File: config.mk
export PLATFORM = sky130hd
export DESIGN_NAME = rps_sequencer
export DESIGN_NICKNAME = d
export VERILOG_FILES = /design/src/rps_pkg.sv /design/src/rps_sequencer.sv
export SDC_FILE = /design/constraint.sdc
export NUM_CORES = 1
export LEC_CHECK = 0
export ABC_AREA = 0
export BUFFER_PORTS_ARGS = -buffer_cell sky130_fd_sc_hd__buf_2
export CAP_MARGIN = 0
export CORE_ASPECT_RATIO = 2
export CORE_MARGIN = 2
export CORE_UTILIZATION = 54
export DETAILED_ROUTE_END_ITERATION = 8
export GPL_TIMING_DRIVEN = 0
export PLACE_DENSITY = 0.81
export SLEW_MARGIN = 25
export SYNTH_ARGS = -nofsm -noshare
export SYNTH_HDL_FRONTEND = slang
export SYNTH_SLANG_ARGS = --single-unit
File: constraint.sdc
create_clock -name CLK -period 5.4 [get_ports CLK]
set_input_delay 1.62 -clock CLK [delete_from_list [all_inputs] [get_ports CLK]]
set_output_delay 1.62 -clock CLK [all_outputs]
set_load 0.01 [all_outputs]
File: src/rps_pkg.sv
// constants and types for the rail power-up sequencer
package rps_pkg;
	localparam int NUM_RAILS = 4;
	localparam int NUM_SLOTS = 8;
	localparam int SLOT_W    = 3;
	localparam int CLK_MHZ   = 25;
	localparam int INIT_TIMEOUT_MS = 64;
	localparam int INIT_TIMEOUT_CYC = INIT_TIMEOUT_MS * 1000 * CLK_MHZ;
	localparam int TMR_W     = 24;
	localparam int COAX_RAIL = 0;
	localparam logic [SLOT_W-1:0] SLOT_FIRST = 3'h0;
	localparam logic [SLOT_W-1:0] SLOT_STEP  = 3'h1;
	localparam logic [SLOT_W-1:0] SLOT_LAST  = 3'h7;
	localparam logic [TMR_W-1:0]  TMR_ZERO   = 24'h000000;
	localparam logic [TMR_W-1:0]  TMR_ONE    = 24'h000001;

	typedef enum logic [15:0] {
		ST_OFF       = 16'h0001,
		ST_LOCK      = 16'h0002,
		ST_PU_INIT   = 16'h0004,
		ST_S0_INIT   = 16'h0008,
		ST_SX_INIT   = 16'h0010,
		ST_DELAY     = 16'h0020,
		ST_WAIT      = 16'h0040,
		ST_SOFT      = 16'h0080,
		ST_HIC_CHECK = 16'h0100,
		ST_HIC_RESTART = 16'h0200,
		ST_SLOT_END  = 16'h0400,
		ST_ALLOW_INT = 16'h0800,
		ST_ALLOW_RST = 16'h1000,
		ST_ACTIVE    = 16'h2000,
		ST_FAULT     = 16'h4000,
		ST_ERROR     = 16'h8000
	} rps_state_t;
endpackage

File: src/rps_sequencer.sv
// power-up sequencer with lock and hiccup recovery
//
// What this block does
// - in lock, all rails off, interrupt and reset outputs low
// - while locked, requests are accepted but no sequence starts
// - lock left only by unlock bit or matching rearm bit
// - unlock goes to initial state; reloads defaults except error flag sets
// - sequence starts on supply application or host request; config overridable
// - a started sequence aborts only on fault or error
// - init enables discharge, 64 ms timeout, residual voltage blocks start
// - interrupt output frozen and reset held low during the sequence
// - first slot init sets counter 0, stops discharge of its rails
// - first slot delay starts the initial delay timer
// - wait state starts slot wait timer; slots follow previous success
// - soft start starts slot timeout and ramps assigned rails
// - rail counts as up only when debounced above undervoltage level
// - slot timeout is a sequence fault, logged with offending rail
// - host-enabled assigned rail checked against timeout, violation clearable
// - rails come up at default voltage unless host overwrote it
// - supply lockout during coax ramp in slot 0 enters hiccup check
// - hiccup restart resumes soft start, timer keeps running
// - no hiccup recovery in any other configuration
// - later slot init increments counter, stops discharge of its rails
// - slot end checks for remaining assigned rails
// - after slots unfreeze interrupt, run done wait, release reset
// - hiccup timeout goes to error power-down
// - off state starts on host request, supply rise or enable input rise
`timescale 1ns/1ps
`default_nettype none
module rps_sequencer
	import rps_pkg::*;
#(
	parameter logic [TMR_W-1:0] INIT_TIMEOUT = TMR_W'(INIT_TIMEOUT_CYC)
) (
	// clock and reset
	input  wire logic                 CLK,
	input  wire logic                 RESET,
	// host control
	input  wire logic                 SEQ_REQUEST,
	input  wire logic                 RAIL_ENABLE_REQ,
	input  wire logic [NUM_RAILS-1:0] RAIL_ENABLE_SEL,
	input  wire logic                 UNLOCK_REQUEST_BIT,
	input  wire logic                 THERMAL_REARM_BIT,
	input  wire logic                 UNDERVOLTAGE_REARM_BIT,
	input  wire logic                 VIOLATION_CLEAR,
	input  wire logic                 LOCK_REQUEST,
	input  wire logic                 HW_ENABLE_GPIO_CFG,
	// configuration
	input  wire logic [NUM_RAILS*SLOT_W-1:0] RAIL_SLOT,
	input  wire logic [NUM_RAILS-1:0] RAIL_ASSIGNED,
	input  wire logic [TMR_W-1:0]     INIT_DELAY,
	input  wire logic [TMR_W-1:0]     SLOT_DELAY,
	input  wire logic [TMR_W-1:0]     SLOT_WAIT,
	input  wire logic [TMR_W-1:0]     SLOT_TIMEOUT,
	input  wire logic [TMR_W-1:0]     DONE_WAIT,
	input  wire logic                 DEFAULTS_RELOAD_ACK,
	// monitors
	input  wire logic                 MAIN_INPUT_SUPPLY_OK,
	input  wire logic                 HARDWARE_ENABLE_INPUT,
	input  wire logic                 INPUT_UNDERVOLTAGE_LOCKOUT,
	input  wire logic                 THERMAL_SHUTDOWN,
	input  wire logic [NUM_RAILS-1:0] RAIL_POWER_GOOD,
	input  wire logic [NUM_RAILS-1:0] RAIL_ABOVE_DISABLE,
	input  wire logic                 LIVE_INTERRUPT,
	// regulator controls
	output logic [NUM_RAILS-1:0]      RAIL_ENABLE,
	output logic [NUM_RAILS-1:0]      RAIL_DISCHARGE,
	output logic                      USE_DEFAULT_VOLTAGE,
	output logic                      RELOAD_DEFAULTS,
	// pins
	output logic                      INTERRUPT_OUT_N,
	output logic                      SYSTEM_RESET_OUT_N,
	// status
	output logic [15:0]               SEQ_STATE,
	output logic [SLOT_W-1:0]         SLOT_COUNT,
	output logic                      RESIDUAL_FAULT,
	output logic                      SEQ_FAULT,
	output logic [NUM_RAILS-1:0]      FAULT_RAIL,
	output logic [NUM_RAILS-1:0]      ENABLE_VIOLATION,
	output logic                      ERROR_PD
);

	////////////////////////////////////////////////////////////////////////////
	typedef struct packed {
		rps_state_t             st;
		logic [SLOT_W-1:0]      slot;
		logic [TMR_W-1:0]       tmr;
		logic [TMR_W-1:0]       slot_tmr;
		logic [NUM_RAILS-1:0]   en;
		logic [NUM_RAILS-1:0]   dis;
		logic                   int_frozen;
		logic                   int_n;
		logic                   rst_n;
		logic                   hardware_enable_input_prev;
		logic                   supply_prev;
		logic                   res_fault;
		logic                   seq_fault;
		logic [NUM_RAILS-1:0]   fault_rail;
		logic [NUM_RAILS-1:0]   viol;
		logic [NUM_RAILS-1:0]   chk;
		logic [TMR_W-1:0]       chk_tmr;
		logic                   err;
		logic                   reload;
	} rps_regs_t;

	rps_regs_t r_r;
	rps_regs_t r_nxt;

	////////////////////////////////////////////////////////////////////////////
	logic [NUM_RAILS-1:0] in_slot;
	logic [NUM_RAILS-1:0] later_slot;
	logic [NUM_RAILS-1:0] slot0_rails;

	genvar g;
	generate
		for (g = 0; g < NUM_RAILS; g++) begin : g_rail
			assign in_slot[g]     = RAIL_ASSIGNED[g] && RAIL_SLOT[g*SLOT_W +: SLOT_W] == r_r.slot;
			assign later_slot[g]  = RAIL_ASSIGNED[g] && RAIL_SLOT[g*SLOT_W +: SLOT_W] > r_r.slot;
			assign slot0_rails[g] = RAIL_ASSIGNED[g] && RAIL_SLOT[g*SLOT_W +: SLOT_W] == SLOT_FIRST;
		end
	endgenerate

	logic slot_up;
	logic hiccup_ok;
	logic unlock;
	logic start_req;
	assign slot_up   = (in_slot & RAIL_POWER_GOOD) == in_slot;
	assign hiccup_ok = r_r.slot == SLOT_FIRST && slot0_rails == (NUM_RAILS'(1) << COAX_RAIL)
		&& RAIL_ENABLE[COAX_RAIL];
	assign unlock = UNLOCK_REQUEST_BIT || (THERMAL_REARM_BIT && !THERMAL_SHUTDOWN)
		|| (UNDERVOLTAGE_REARM_BIT && !INPUT_UNDERVOLTAGE_LOCKOUT);
	assign start_req = SEQ_REQUEST || (MAIN_INPUT_SUPPLY_OK && !r_r.supply_prev)
		|| (HW_ENABLE_GPIO_CFG && HARDWARE_ENABLE_INPUT && !r_r.hardware_enable_input_prev);

	////////////////////////////////////////////////////////////////////////////
	always_comb begin
		r_nxt             = r_r;
		r_nxt.reload      = 1'b0;
		r_nxt.hardware_enable_input_prev   = HARDWARE_ENABLE_INPUT;
		r_nxt.supply_prev = MAIN_INPUT_SUPPLY_OK;
		if (r_r.tmr != TMR_ZERO) begin
			r_nxt.tmr = r_r.tmr - TMR_ONE;
		end
		if (r_r.slot_tmr != TMR_ZERO) begin
			r_nxt.slot_tmr = r_r.slot_tmr - TMR_ONE;
		end
		if (!r_r.int_frozen) begin
			r_nxt.int_n = !LIVE_INTERRUPT;
		end
		// host enable check during operation
		if (r_r.st == ST_ACTIVE && RAIL_ENABLE_REQ) begin
			r_nxt.en      = r_r.en | RAIL_ENABLE_SEL;
			r_nxt.chk     = r_r.chk | (RAIL_ENABLE_SEL & RAIL_ASSIGNED);
			r_nxt.chk_tmr = SLOT_TIMEOUT;
		end else if (r_r.chk != '0) begin
			r_nxt.chk = r_r.chk & ~RAIL_POWER_GOOD;
			if (r_r.chk_tmr == TMR_ZERO) begin
				r_nxt.chk = '0;
			end else begin
				r_nxt.chk_tmr = r_r.chk_tmr - TMR_ONE;
			end
		end
		if (VIOLATION_CLEAR) begin
			r_nxt.viol = '0;
		end
		if (r_r.chk != '0 && r_r.chk_tmr == TMR_ZERO) begin
			r_nxt.viol = r_r.viol | (r_r.chk & ~RAIL_POWER_GOOD);
		end
		unique case (r_r.st)
			ST_OFF: begin
				if (start_req) begin
					r_nxt.st         = ST_PU_INIT;
					r_nxt.tmr        = INIT_TIMEOUT;
					r_nxt.dis        = RAIL_ASSIGNED;
					r_nxt.int_frozen = 1'b1;
					r_nxt.rst_n      = 1'b0;
					r_nxt.res_fault  = 1'b0;
				end
			end
			ST_LOCK: begin
				r_nxt.en    = '0;
				r_nxt.int_n = 1'b0;
				r_nxt.rst_n = 1'b0;
				if (unlock) begin
					r_nxt.st         = ST_OFF;
					r_nxt.reload     = 1'b1;
					r_nxt.int_frozen = 1'b0;
					r_nxt.seq_fault  = 1'b0;
					r_nxt.err        = 1'b0;
					r_nxt.dis        = '0;
				end
			end
			ST_PU_INIT: begin
				if (r_r.tmr == TMR_ZERO) begin
					if ((RAIL_ABOVE_DISABLE & RAIL_ASSIGNED) != '0) begin
						r_nxt.res_fault = 1'b1;
						r_nxt.st        = ST_FAULT;
					end else begin
						r_nxt.st   = ST_S0_INIT;
						r_nxt.slot = SLOT_FIRST;
					end
				end
			end
			ST_S0_INIT: begin
				r_nxt.slot = SLOT_FIRST;
				r_nxt.dis  = r_r.dis & ~slot0_rails;
				r_nxt.tmr  = INIT_DELAY;
				r_nxt.st   = ST_DELAY;
			end
			ST_SX_INIT: begin
				r_nxt.dis = r_r.dis & ~in_slot;
				r_nxt.tmr = SLOT_DELAY;
				r_nxt.st  = ST_DELAY;
			end
			ST_DELAY: begin
				if (r_r.tmr == TMR_ZERO) begin
					if (in_slot != '0) begin
						r_nxt.st       = ST_SOFT;
						r_nxt.slot_tmr = SLOT_TIMEOUT;
						r_nxt.en       = r_r.en | in_slot;
					end else begin
						r_nxt.st  = ST_WAIT;
						r_nxt.tmr = SLOT_WAIT;
					end
				end
			end
			ST_WAIT: begin
				if (r_r.tmr == TMR_ZERO) begin
					r_nxt.st = ST_SLOT_END;
				end
			end
			ST_SOFT, ST_HIC_RESTART: begin
				if (INPUT_UNDERVOLTAGE_LOCKOUT) begin
					if (hiccup_ok) begin
						r_nxt.st = ST_HIC_CHECK;
						r_nxt.en = r_r.en & ~in_slot;
					end else begin
						r_nxt.st  = ST_ERROR;
						r_nxt.err = 1'b1;
					end
				end else if (slot_up) begin
					r_nxt.st = ST_SLOT_END;
				end else if (r_r.slot_tmr == TMR_ZERO) begin
					if (r_r.st == ST_HIC_RESTART) begin
						r_nxt.st  = ST_ERROR;
						r_nxt.err = 1'b1;
					end else begin
						r_nxt.st         = ST_FAULT;
						r_nxt.seq_fault  = 1'b1;
						r_nxt.fault_rail = in_slot & ~RAIL_POWER_GOOD;
					end
				end
			end
			ST_HIC_CHECK: begin
				if (r_r.slot_tmr == TMR_ZERO) begin
					r_nxt.st  = ST_ERROR;
					r_nxt.err = 1'b1;
				end else if (!INPUT_UNDERVOLTAGE_LOCKOUT) begin
					r_nxt.st = ST_HIC_RESTART;
					r_nxt.en = r_r.en | in_slot;
				end
			end
			ST_SLOT_END: begin
				if (later_slot != '0 && r_r.slot != SLOT_LAST) begin
					r_nxt.slot = r_r.slot + SLOT_STEP;
					r_nxt.st   = ST_SX_INIT;
				end else begin
					r_nxt.st         = ST_ALLOW_INT;
					r_nxt.int_frozen = 1'b0;
					r_nxt.tmr        = DONE_WAIT;
				end
			end
			ST_ALLOW_INT: begin
				if (r_r.tmr == TMR_ZERO) begin
					r_nxt.st = ST_ALLOW_RST;
				end
			end
			ST_ALLOW_RST: begin
				r_nxt.rst_n = 1'b1;
				r_nxt.st    = ST_ACTIVE;
			end
			ST_ACTIVE: begin
				if (LOCK_REQUEST) begin
					r_nxt.st = ST_LOCK;
				end
			end
			ST_FAULT, ST_ERROR: begin
				r_nxt.en    = '0;
				r_nxt.dis   = RAIL_ASSIGNED;
				r_nxt.rst_n = 1'b0;
				r_nxt.st    = ST_LOCK;
			end
			default: begin
				r_nxt.st = ST_LOCK;
			end
		endcase
		if (LOCK_REQUEST && r_r.st == ST_OFF) begin
			r_nxt.st = ST_LOCK;
		end
		if (r_nxt.st == ST_LOCK) begin
			r_nxt.en    = '0;
			r_nxt.int_n = 1'b0;
			r_nxt.rst_n = 1'b0;
		end
	end

	always_ff @(posedge CLK or posedge RESET) begin
		if (RESET) begin
			r_r            <= '0;
			r_r.st         <= ST_OFF;
			r_r.int_n      <= 1'b1;
		end else begin
			r_r <= r_nxt;
		end
	end

	////////////////////////////////////////////////////////////////////////////
	assign RAIL_ENABLE         = r_r.en;
	assign RAIL_DISCHARGE      = r_r.dis;
	assign USE_DEFAULT_VOLTAGE = !DEFAULTS_RELOAD_ACK;
	assign RELOAD_DEFAULTS     = r_r.reload;
	assign INTERRUPT_OUT_N     = r_r.int_n;
	assign SYSTEM_RESET_OUT_N  = r_r.rst_n;
	assign SEQ_STATE           = r_r.st;
	assign SLOT_COUNT          = r_r.slot;
	assign RESIDUAL_FAULT      = r_r.res_fault;
	assign SEQ_FAULT           = r_r.seq_fault;
	assign FAULT_RAIL          = r_r.fault_rail;
	assign ENABLE_VIOLATION    = r_r.viol;
	assign ERROR_PD            = r_r.err;

	////////////////////////////////////////////////////////////////////////////
	lock_outputs_a: assert property (@(posedge CLK) disable iff (RESET)
		r_r.st == ST_LOCK |=> !SYSTEM_RESET_OUT_N && !INTERRUPT_OUT_N)
		else $error("lock outputs not low");
	lock_hold_a: assert property (@(posedge CLK) disable iff (RESET)
		r_r.st == ST_LOCK && !unlock |=> r_r.st == ST_LOCK)
		else $error("sequence left lock without unlock");
	unlock_reload_a: assert property (@(posedge CLK) disable iff (RESET)
		r_r.st == ST_LOCK && unlock |=> RELOAD_DEFAULTS && r_r.st == ST_OFF)
		else $error("unlock did not reload");
	init_dis_a: assert property (@(posedge CLK) disable iff (RESET)
		r_r.st == ST_OFF && start_req |=> RAIL_DISCHARGE == RAIL_ASSIGNED)
		else $error("init discharge missing");
	seq_rst_a: assert property (@(posedge CLK) disable iff (RESET)
		r_r.st == ST_PU_INIT |-> !SYSTEM_RESET_OUT_N && r_r.int_frozen)
		else $error("reset not held in sequence");
	slot0_zero_a: assert property (@(posedge CLK) disable iff (RESET)
		r_r.st == ST_S0_INIT |=> SLOT_COUNT == 3'h0 ##0 r_r.st == ST_DELAY)
		else $error("slot counter not zeroed");
	slot_inc_a: assert property (@(posedge CLK) disable iff (RESET)
		r_r.st == ST_SLOT_END && later_slot != '0 && r_r.slot != SLOT_LAST
		|=> SLOT_COUNT == $past(SLOT_COUNT) + 3'h1)
		else $error("slot counter not advanced");
	hiccup_only_a: assert property (@(posedge CLK) disable iff (RESET)
		r_r.st == ST_SOFT && INPUT_UNDERVOLTAGE_LOCKOUT && !hiccup_ok |=> r_r.st == ST_ERROR)
		else $error("hiccup entered in wrong configuration");
	rst_release_a: assert property (@(posedge CLK) disable iff (RESET)
		r_r.st == ST_ALLOW_RST |=> SYSTEM_RESET_OUT_N ##1 SYSTEM_RESET_OUT_N || r_r.st != ST_ACTIVE)
		else $error("reset not released");
endmodule
`default_nettype wire
* Word level (Yosys, flattened, before mapping)
Index checks and enable logic that the tools add are counted.
** Cells by class
- Add/subtract/negate cells :: 4
- Magnitude comparators :: 4
- Equality and inequality tests :: 43
- Multiplexer cells :: 72
- Bitwise logic cells :: 18
- Reductions and logical operators :: 69
** Operators with widths (number)
- 16-bit 2-to-1 mux :: 14
- 16-bit one-hot mux with 12 select lines :: 1
- 24-bit 2-to-1 mux :: 7
- 24-bit one-hot mux with 5 select lines :: 1
- 28-bit 2-to-1 mux :: 3
- 24-bit zero test :: 3
- 24-bit by 1-bit subtractor with 24-bit output, second input constant :: 3
- 52-bit 2-to-1 mux :: 1
- 24-bit nonzero test :: 2
- 4-bit 2-to-1 mux :: 9
- 4-bit AND :: 8
- 16-bit by 2-bit equality test with 1-bit output, second input constant :: 2
- 5-bit 2-to-1 mux :: 6
- 2-bit inequality test, second input constant :: 13
- 1-bit logical AND :: 23
- 4-bit one-hot mux with 5 select lines :: 1
- 4-bit nonzero test :: 5
- 19-bit 2-to-1 mux :: 1
- 16-bit by 1-bit equality test with 1-bit output, second input constant :: 1
- 16-bit by 10-bit equality test with 1-bit output, second input constant :: 1
- 16-bit by 11-bit equality test with 1-bit output, second input constant :: 1
- 16-bit by 12-bit equality test with 1-bit output, second input constant :: 1
- 16-bit by 13-bit equality test with 1-bit output, second input constant :: 1
- 16-bit by 14-bit equality test with 1-bit output, second input constant :: 1
- 44 further kinds :: 101
** Word-level totals
- Bits in registers :: 120
- Bits of input ports :: 164
- Output and inout port bits :: 42
- Logic and storage cells :: 229

* Logic depth before layout (Yosys ltp)
Gate-level depths: netlist of run 1.
- Depth in word-level cells :: 12
- Mapped depth :: 11
- Mapped depth without buffers :: 9

* Worst setup path before layout of run 1
OpenSTA, ideal clock, no wires.
- Path type :: input -> register
- Start point :: in RAIL_SLOT[2]
- End point :: reg r_r[68] (netlist bit)
- Setup time :: 0.126 ns
- Arrival :: 3.456 ns
- Data required time :: 5.274 ns
- Setup slack :: 1.818 ns
- Stages :: 9
- Path buffers :: 2
- Path through :: ha_1 nand4_1 nand4_1 inv_1 or4_1 buf_2 buf_2 nor2_1 a21oi_1
** RTL lines
- start, declared :: line rps_sequencer.sv:49 : input wire logic [NUM_RAILS*SLOT_W-1:0] RAIL_SLOT,
- end signal, assigned :: line rps_sequencer.sv:313 : r_r <= r_nxt;
- end, declared :: line rps_sequencer.sv:106 : rps_regs_t r_r;

==> qor.yml, run 1 <==
synth_area_um2: 7910
via_count: 8049
power.total_uw: 3119
crit_chain: "buf_2, ha_1, nand4_1, nand4_1, nor4_4, inv_1, a31oi_1, o21ai_0"
die_x_um: 89.58
yosysMostFrequentCell: "dfrtp_1"
synth_common_cells: "dfrtp_1 (118), nor2_1 (94), nand2_1 (73)"
fin_cells: 1314
synthAdderAreaFrac: 0.03164
hold_viol_final: 0
final_cell_area_um2: 9822
p_leak_uw: 0.004279
htree_num_levels: 4
syn_area_per_cell_um2: 8.948
synth_cell_type_count: 76
grt-ovfl-total: 0
post-route-drc-count: 0
p_sw_frac: 0.3327
path_max_fanout: 6
rsz0062_at_grt: "no"
wl_per_cell_um: 20.23
numCtsBuffers: 17
core_um2: 14350
synth_top_family_by_area: "simple AND/OR/NAND/NOR gates"
drt_iter0_markers: 493
pwr-share-seq: 0.383
synthFlopType: "dfrtp_1"
synth-edff-count: 0
synth.area.top_cells: "dfrtp_1 (37%), nor2_1 (4.5%), xnor2_1 (4.1%), o21ai_0 (3.9%), buf_4 (3.5%)"
clkLatencyLatePin_ps: 430
multi_input_area_um2: 4343
synth-xor-area-share: 0.07529
worst-path-stages: 8
layout.nets: 1293
root_buffer: "clkbuf_16"
reg2reg_from: "SEQ_STATE[9]"
yosysTopAreaCellShare: 0.3733
powerDensity_nw_per_um2: 317.5
setup_tns_ps: 0
critical_path_class: "input pin to flop"
min_path_type: "flop to flop"
max_slew.worst_pin.slew_ps: 1061
async_flop_share: 1.000
clockBufferDepth: 2
area_growth_pct: 24.17
max_stage_delay_ps: 590
start_util: 0.5512
ant_nets: 0
syn_nets: 1068
maxSlewViolCount: 0
antenna_found_initial: 0
yosysSeqAreaShare: 0.3799
p_switching_uw: 1037
grt_max_degree: 73
worstSetupStartpointType: "input pin"
yosys.area_share.simple: 0.2384
yosys-mux-area-fraction: 0.009649
finalSetupViolCount: 0
pwr-share-comb: 0.246
critPathCaptureType: "flop"
cts_resized: 0
ir_worst_vdd_uv: 286.6
fill_cells: 1203
dpl.hpwl_um: 20640
first_pass_iters: 6
row_count: 62
synth_compound_area_frac: 0.1923
diodes: 0
grt_pass1_vias: 8316
critPathCapture: "r_r[97]"
cts_tree: "built"
ios: 206
startpoint: "RAIL_SLOT[1]"
dieArea_um2: 15690
cp.arrival_ps: 4240
placed_cell_area_um2: 9213
die_height_um: 175.2
cpMostUsedCell: "nand4_1"
fin_skew_ps: 10.63
cp_slowest_cell: "a31oi_1"
grt_first_pass_wirelength_um: 40670
fmax_ghz: 0.2518
clkTransAtPathRegs_ps: 60
outcome: "complete, no violations"
syn-instance-count: 884
cts_setup_buffers: 0
critPathRequiredTime_ps: 5670
r2r_end: "r_r[97]"
r2r_slack_ps: 1950
synth_top_area_cell: "dfrtp_1"
cp_num_buf_inv: 2
ys_warn_count: 0
seq_area_um2: 3005
drv_cap: 0
p_int_uw: 2081
dp.cells: 1282
r2r_cells: 6
drt_wl_total_um: 26580
gp_congestion: 0.9764
max_slew_margin: 0.2825
ys_ff_latch: 120
vias_per_cell: 6.126
drive_gt1_frac: 0.2843
period_minus_slack_ps: 3972
clkSinkCount: 120
min_period_over_period: 0.7356
cp_top_family: "simple AND/OR/NAND/NOR gates"
grt_use_total: 0.3448
holdWs_ps: 490.5
portBuffers: 205
pwr-share-clk: 0.371
postCtsHoldBufs: 0
## per-layer routing
layer / track usage / share of wire / vias up / wire [um]
met5: 0 / 0 / - / 0
met4: 0.2606 / 0.078 / 0 / 2074
met3: 0.06944 / 0.063 / 136 / 1671
met2: 0.6354 / 0.55 / 436 / 14750
met1: 0.3045 / 0.30 / 3783 / 8086
li1: - / - / 3694 / -
## kinds of logic after synthesis
kind of cell    after synthesis
mux                           7
xor+xnor                     68
compound gates              216
fa+ha+maj                    20
simple gates                343
buf+inv                     110
flops                       120
## layout by cell type, fill, tap and decap left out, types with 5 or more instances in the layout
master | Yosys | final
o211ai_1 | 10 | 10
a21oi_1 | 44 | 44
and4_1 | 6 | 6
nor2_1 | 94 | 94
o21ai_0 | 62 | 62
nand3_1 | 17 | 17
nand4_1 | 24 | 24
xnor2_1 | 37 | 37
xor2_1 | 31 | 31
o22ai_1 | 6 | 6
a221oi_1 | 20 | 20
a222oi_1 | 5 | 5
buf_4 | 37 | 37
buf_2 | 7 | 212
o21a_1 | 6 | 6
or4_1 | 13 | 13
nor4b_1 | 14 | 14
nand2_1 | 73 | 73
clkbuf_1 | 22 | 22
dfrtp_1 | 118 | 118
mux2_2 | 5 | 5
clkbuf_16 | 0 | 17
nor3_1 | 24 | 24
a32o_1 | 6 | 6
inv_1 | 42 | 41
or3_1 | 9 | 9
a221o_1 | 7 | 7
a22o_1 | 15 | 15
nor2b_1 | 7 | 7
nor4_1 | 22 | 20
and2_1 | 5 | 5
ha_1 | 20 | 20
## state kept, by name, indices dropped and copies added (netlist names)
name / count
ENABLE_VIOLATION: 4
ERROR_PD: 1
FAULT_RAIL: 4
INTERRUPT_OUT_N: 1
RAIL_DISCHARGE: 4
RAIL_ENABLE: 4
RELOAD_DEFAULTS: 1
RESIDUAL_FAULT: 1
SEQ_FAULT: 1
SEQ_STATE: 16
SLOT_COUNT: 3
SYSTEM_RESET_OUT_N: 1
r_r: 79
## power by group through the flow
stage,sequential (uW),clock (uW),combinational [uW]
2_1_floorplan,1170,0,507
3_3_place_gp,1190,0,730
3_5_place_dp,1200,0,748
4_1_cts,1190,1150,760
5_1_grt,1210,1190,845
6_report,1190,1160,769
## worst reg2reg max path: stages, from the launching register on
cell and delay (ps):
dfrtp_1 490, nor4_2 760, nand2_1 360, nor2_1 540, nor2_1 250, a31oi_1 670
o21ai_0 220
## worst min path at each step
| stage | startpoint | to | slack (ps) | cells past startpoint |
|---|---|---|---|---|
| CTS | ENABLE_VIOLATION[0] | ENABLE_VIOLATION[0] | 500 | 1 |
| global placement | SEQ_FAULT | SEQ_FAULT | 470 | 2 |
| floorplan | ENABLE_VIOLATION[0] | ENABLE_VIOLATION[0] | 470 | 1 |
| detailed placement | ENABLE_VIOLATION[0] | ENABLE_VIOLATION[0] | 480 | 1 |
| global route | ERROR_PD | ERROR_PD | 510 | 1 |
| finish | ENABLE_VIOLATION[0] | ENABLE_VIOLATION[0] | 490 | 1 |
## final cells by class
type | count | area share
buffer | 68 | 0.04255
clock buffer | 19 | 0.04611
tap | 192 | 0.02446
sequential | 120 | 0.3060
inverter | 42 | 0.01682
multi-input combinational | 654 | 0.4422
clock inverter | 13 | 0.01465
timing repair buffer | 206 | 0.1073
## metrics by stage
stage | setup slack (ps) | utilization
3_3_place_gp | -774.1 | 0.6394
3_5_place_dp | 969.7 | 0.6419
6_report | 1428 | 0.6844
5_1_grt | 1250 | 0.6844
2_1_floorplan | 597.5 | -
4_1_cts | 1393 | 0.6835
Power figures use the tool's default switching activity.
==> run 2: changes to the inputs <==
Clock period 5.4 ns to 3.88 ns, I/O delays scaled along.
==> run 2 against run 1 <==
Worst hold slack worse by 8.4 ps. First-iteration DRC count is 9.3% lower. Sequential power is 40% higher. Critical path depth is 2 lower. Die area stayed put. Setup slack worse by 1100 ps. Via count is 0.70% lower. Final cell count is 0.23% higher. Count of clock-buffer cells in the layout is 2 lower. Critical path type is now flop to flop.
==> qor.yml, run 2 (synthesized netlist as in run 1, its figures left out) <==
outcome: "complete, no violations"
fin_cells: 1317  # +0.23%
drt_iter0_markers: 447  # -9.3%
reg2reg_from: "SEQ_STATE[4]"
die_x_um: 89.58  # unchanged
start_util: 0.5512  # unchanged
clkSinkCount: 120  # unchanged
layout.nets: 1296  # +0.23%
clockBufferDepth: 2  # unchanged
clkLatencyLatePin_ps: 430  # about the same
fmax_ghz: 0.2841
clkTransAtPathRegs_ps: 60  # about the same
startpoint: "SEQ_STATE[4]"
critical_path_class: "flop to flop"
core_um2: 14350  # unchanged
hold_path_startpoint: "SEQ_FAULT"
powerDensity_nw_per_um2: 443.5  # +40%
min_path_cells: 2  # +1
drt_wl_total_um: 26520  # -0.26%
wl_per_cell_um: 20.13  # -0.48%
dp.cells: 1285  # +0.23%
min_period_over_period: 0.9072
final_cell_area_um2: 9868  # +0.47%
ios: 206  # unchanged
ant_nets: 0  # unchanged
cp.arrival_ps: 3770  # -470 ps
maxSlewViolCount: 0  # unchanged
finalSetupViolCount: 0  # unchanged
critPathCaptureType: "flop"
diodes: 0  # unchanged
critPathRequiredTime_ps: 4130  # -1540 ps
top_register: "r_r"
max_slew_margin: 0.2478  # -0.03467
r2r_end: "r_r[88]"
min_path_type: "flop to flop"
vias_per_cell: 6.069  # -0.92%
cts_resized: 0  # unchanged
period_minus_slack_ps: 3520
grt_max_degree: 33  # -55%
cts_setup_buffers: 0  # unchanged
placed_cell_area_um2: 9266  # +0.58%
ir_worst_vdd_uv: 357.7  # +25%
area_growth_pct: 24.75
htree_num_levels: 4  # unchanged
layout_common_cells: "buf_2 (212), dfrtp_1 (118), nor2_1 (94)"
row_count: 62  # unchanged
grt-ovfl-total: 0  # unchanged
grt_first_pass_wirelength_um: 40030  # -1.6%
drive_gt1_frac: 0.2853  # +0.001020
cts_tree: "built"
post-route-drc-count: 0  # unchanged
max_slew.worst_pin.slew_ps: 1113  # +51.28 ps
r2r_cells: 6  # unchanged
path_max_fanout: 7  # +1
r2r_slack_ps: 360  # -1590 ps
dpl.hpwl_um: 21020  # +1.9%
grt_use_total: 0.3420  # -0.002808
root_buffer: "clkbuf_16"
hold_end: "SEQ_FAULT"
largest_reg_flops: 79  # unchanged
worstSetupStartpointType: "flop"
setup_tns_ps: 0  # unchanged
die_height_um: 175.2  # unchanged
p_leak_uw: 0.004305  # +0.61%
antenna_found_initial: 0  # unchanged
layout_commonest_cell: "buf_2"
grt_pass1_vias: 8291  # -0.30%
drv_cap: 0  # unchanged
via_count: 7993  # -0.70%
numCtsBuffers: 17  # unchanged
dieArea_um2: 15690  # unchanged
fin_skew_ps: 8.317  # -2.316 ps
postCtsHoldBufs: 0  # unchanged
hold_viol_final: 0  # unchanged
portBuffers: 205  # unchanged
gp_congestion: 0.9429  # -3.4%
first_pass_iters: 5  # -1
rsz0062_at_grt: "no"
[run 2: worst max-delay path: stages, from the launching register on]
cell and delay (ps):
dfrtp_1 450, nor4b_1 980, nand4_1 470, nor4_4 490, inv_1 70, a31oi_1 610
o21ai_0 270
[run 2: layout make-up]
cell class / instances / area, um^2
Sequential cell: 120 / 3005
Inverter: 42 / 161.4
Clock inverter: 15 / 176.4
Timing Repair Buffer: 209 / 1106
Clock buffer: 17 / 425.4
Fill cell: 1197 / 4483
Tap cell: 192 / 240.2
Multi-Input combinational cell: 654 / 4335
Buffer: 68 / 417.9
[run 2: worst max path at each step]
stage	endpoint	slack [ps]	cells after the start
detailed placement	r_r[88]	-40	8
CTS	r_r[88]	430	8
global route	r_r[88]	260	8
global placement	SEQ_STATE[7]	-190	9
finish	r_r[88]	360	6
floorplan	r_r[68]	750	9
[run 2: stage by stage]
| step | util | hold WS, ps | setup slack (ps) | total power, uW |
|---|---|---|---|---|
| floorplan | - | 467.0 | 754.4 | 2330 |
| global placement | 0.6397 | 453.8 | -188.5 | 2674 |
| detailed placement | 0.6457 | 470.4 | -35.51 | 2728 |
| CTS | 0.6876 | 483.6 | 430.7 | 4360 |
| global route | 0.6876 | 515.8 | 264.9 | 4575 |
| finish | 0.6876 | 482.0 | 360.1 | 4377 |
[run 2: report_power, final]
part | switching, uW | total (uW) | internal [uW] | leakage, uW
clock network | 615 | 1630 | 1010 | 0.000290
registers | 215 | 1670 | 1450 | 0.00140
logic | 619 | 1080 | 465 | 0.00262
[run 2: routing by layer]
metal,global-route usage,up-vias,part of all wire
met5,0,-,0
li1,-,3690,-
met2,0.6369,385,0.56
met4,0.2631,0,0.085
met1,0.2950,3789,0.31
met3,0.06566,129,0.052
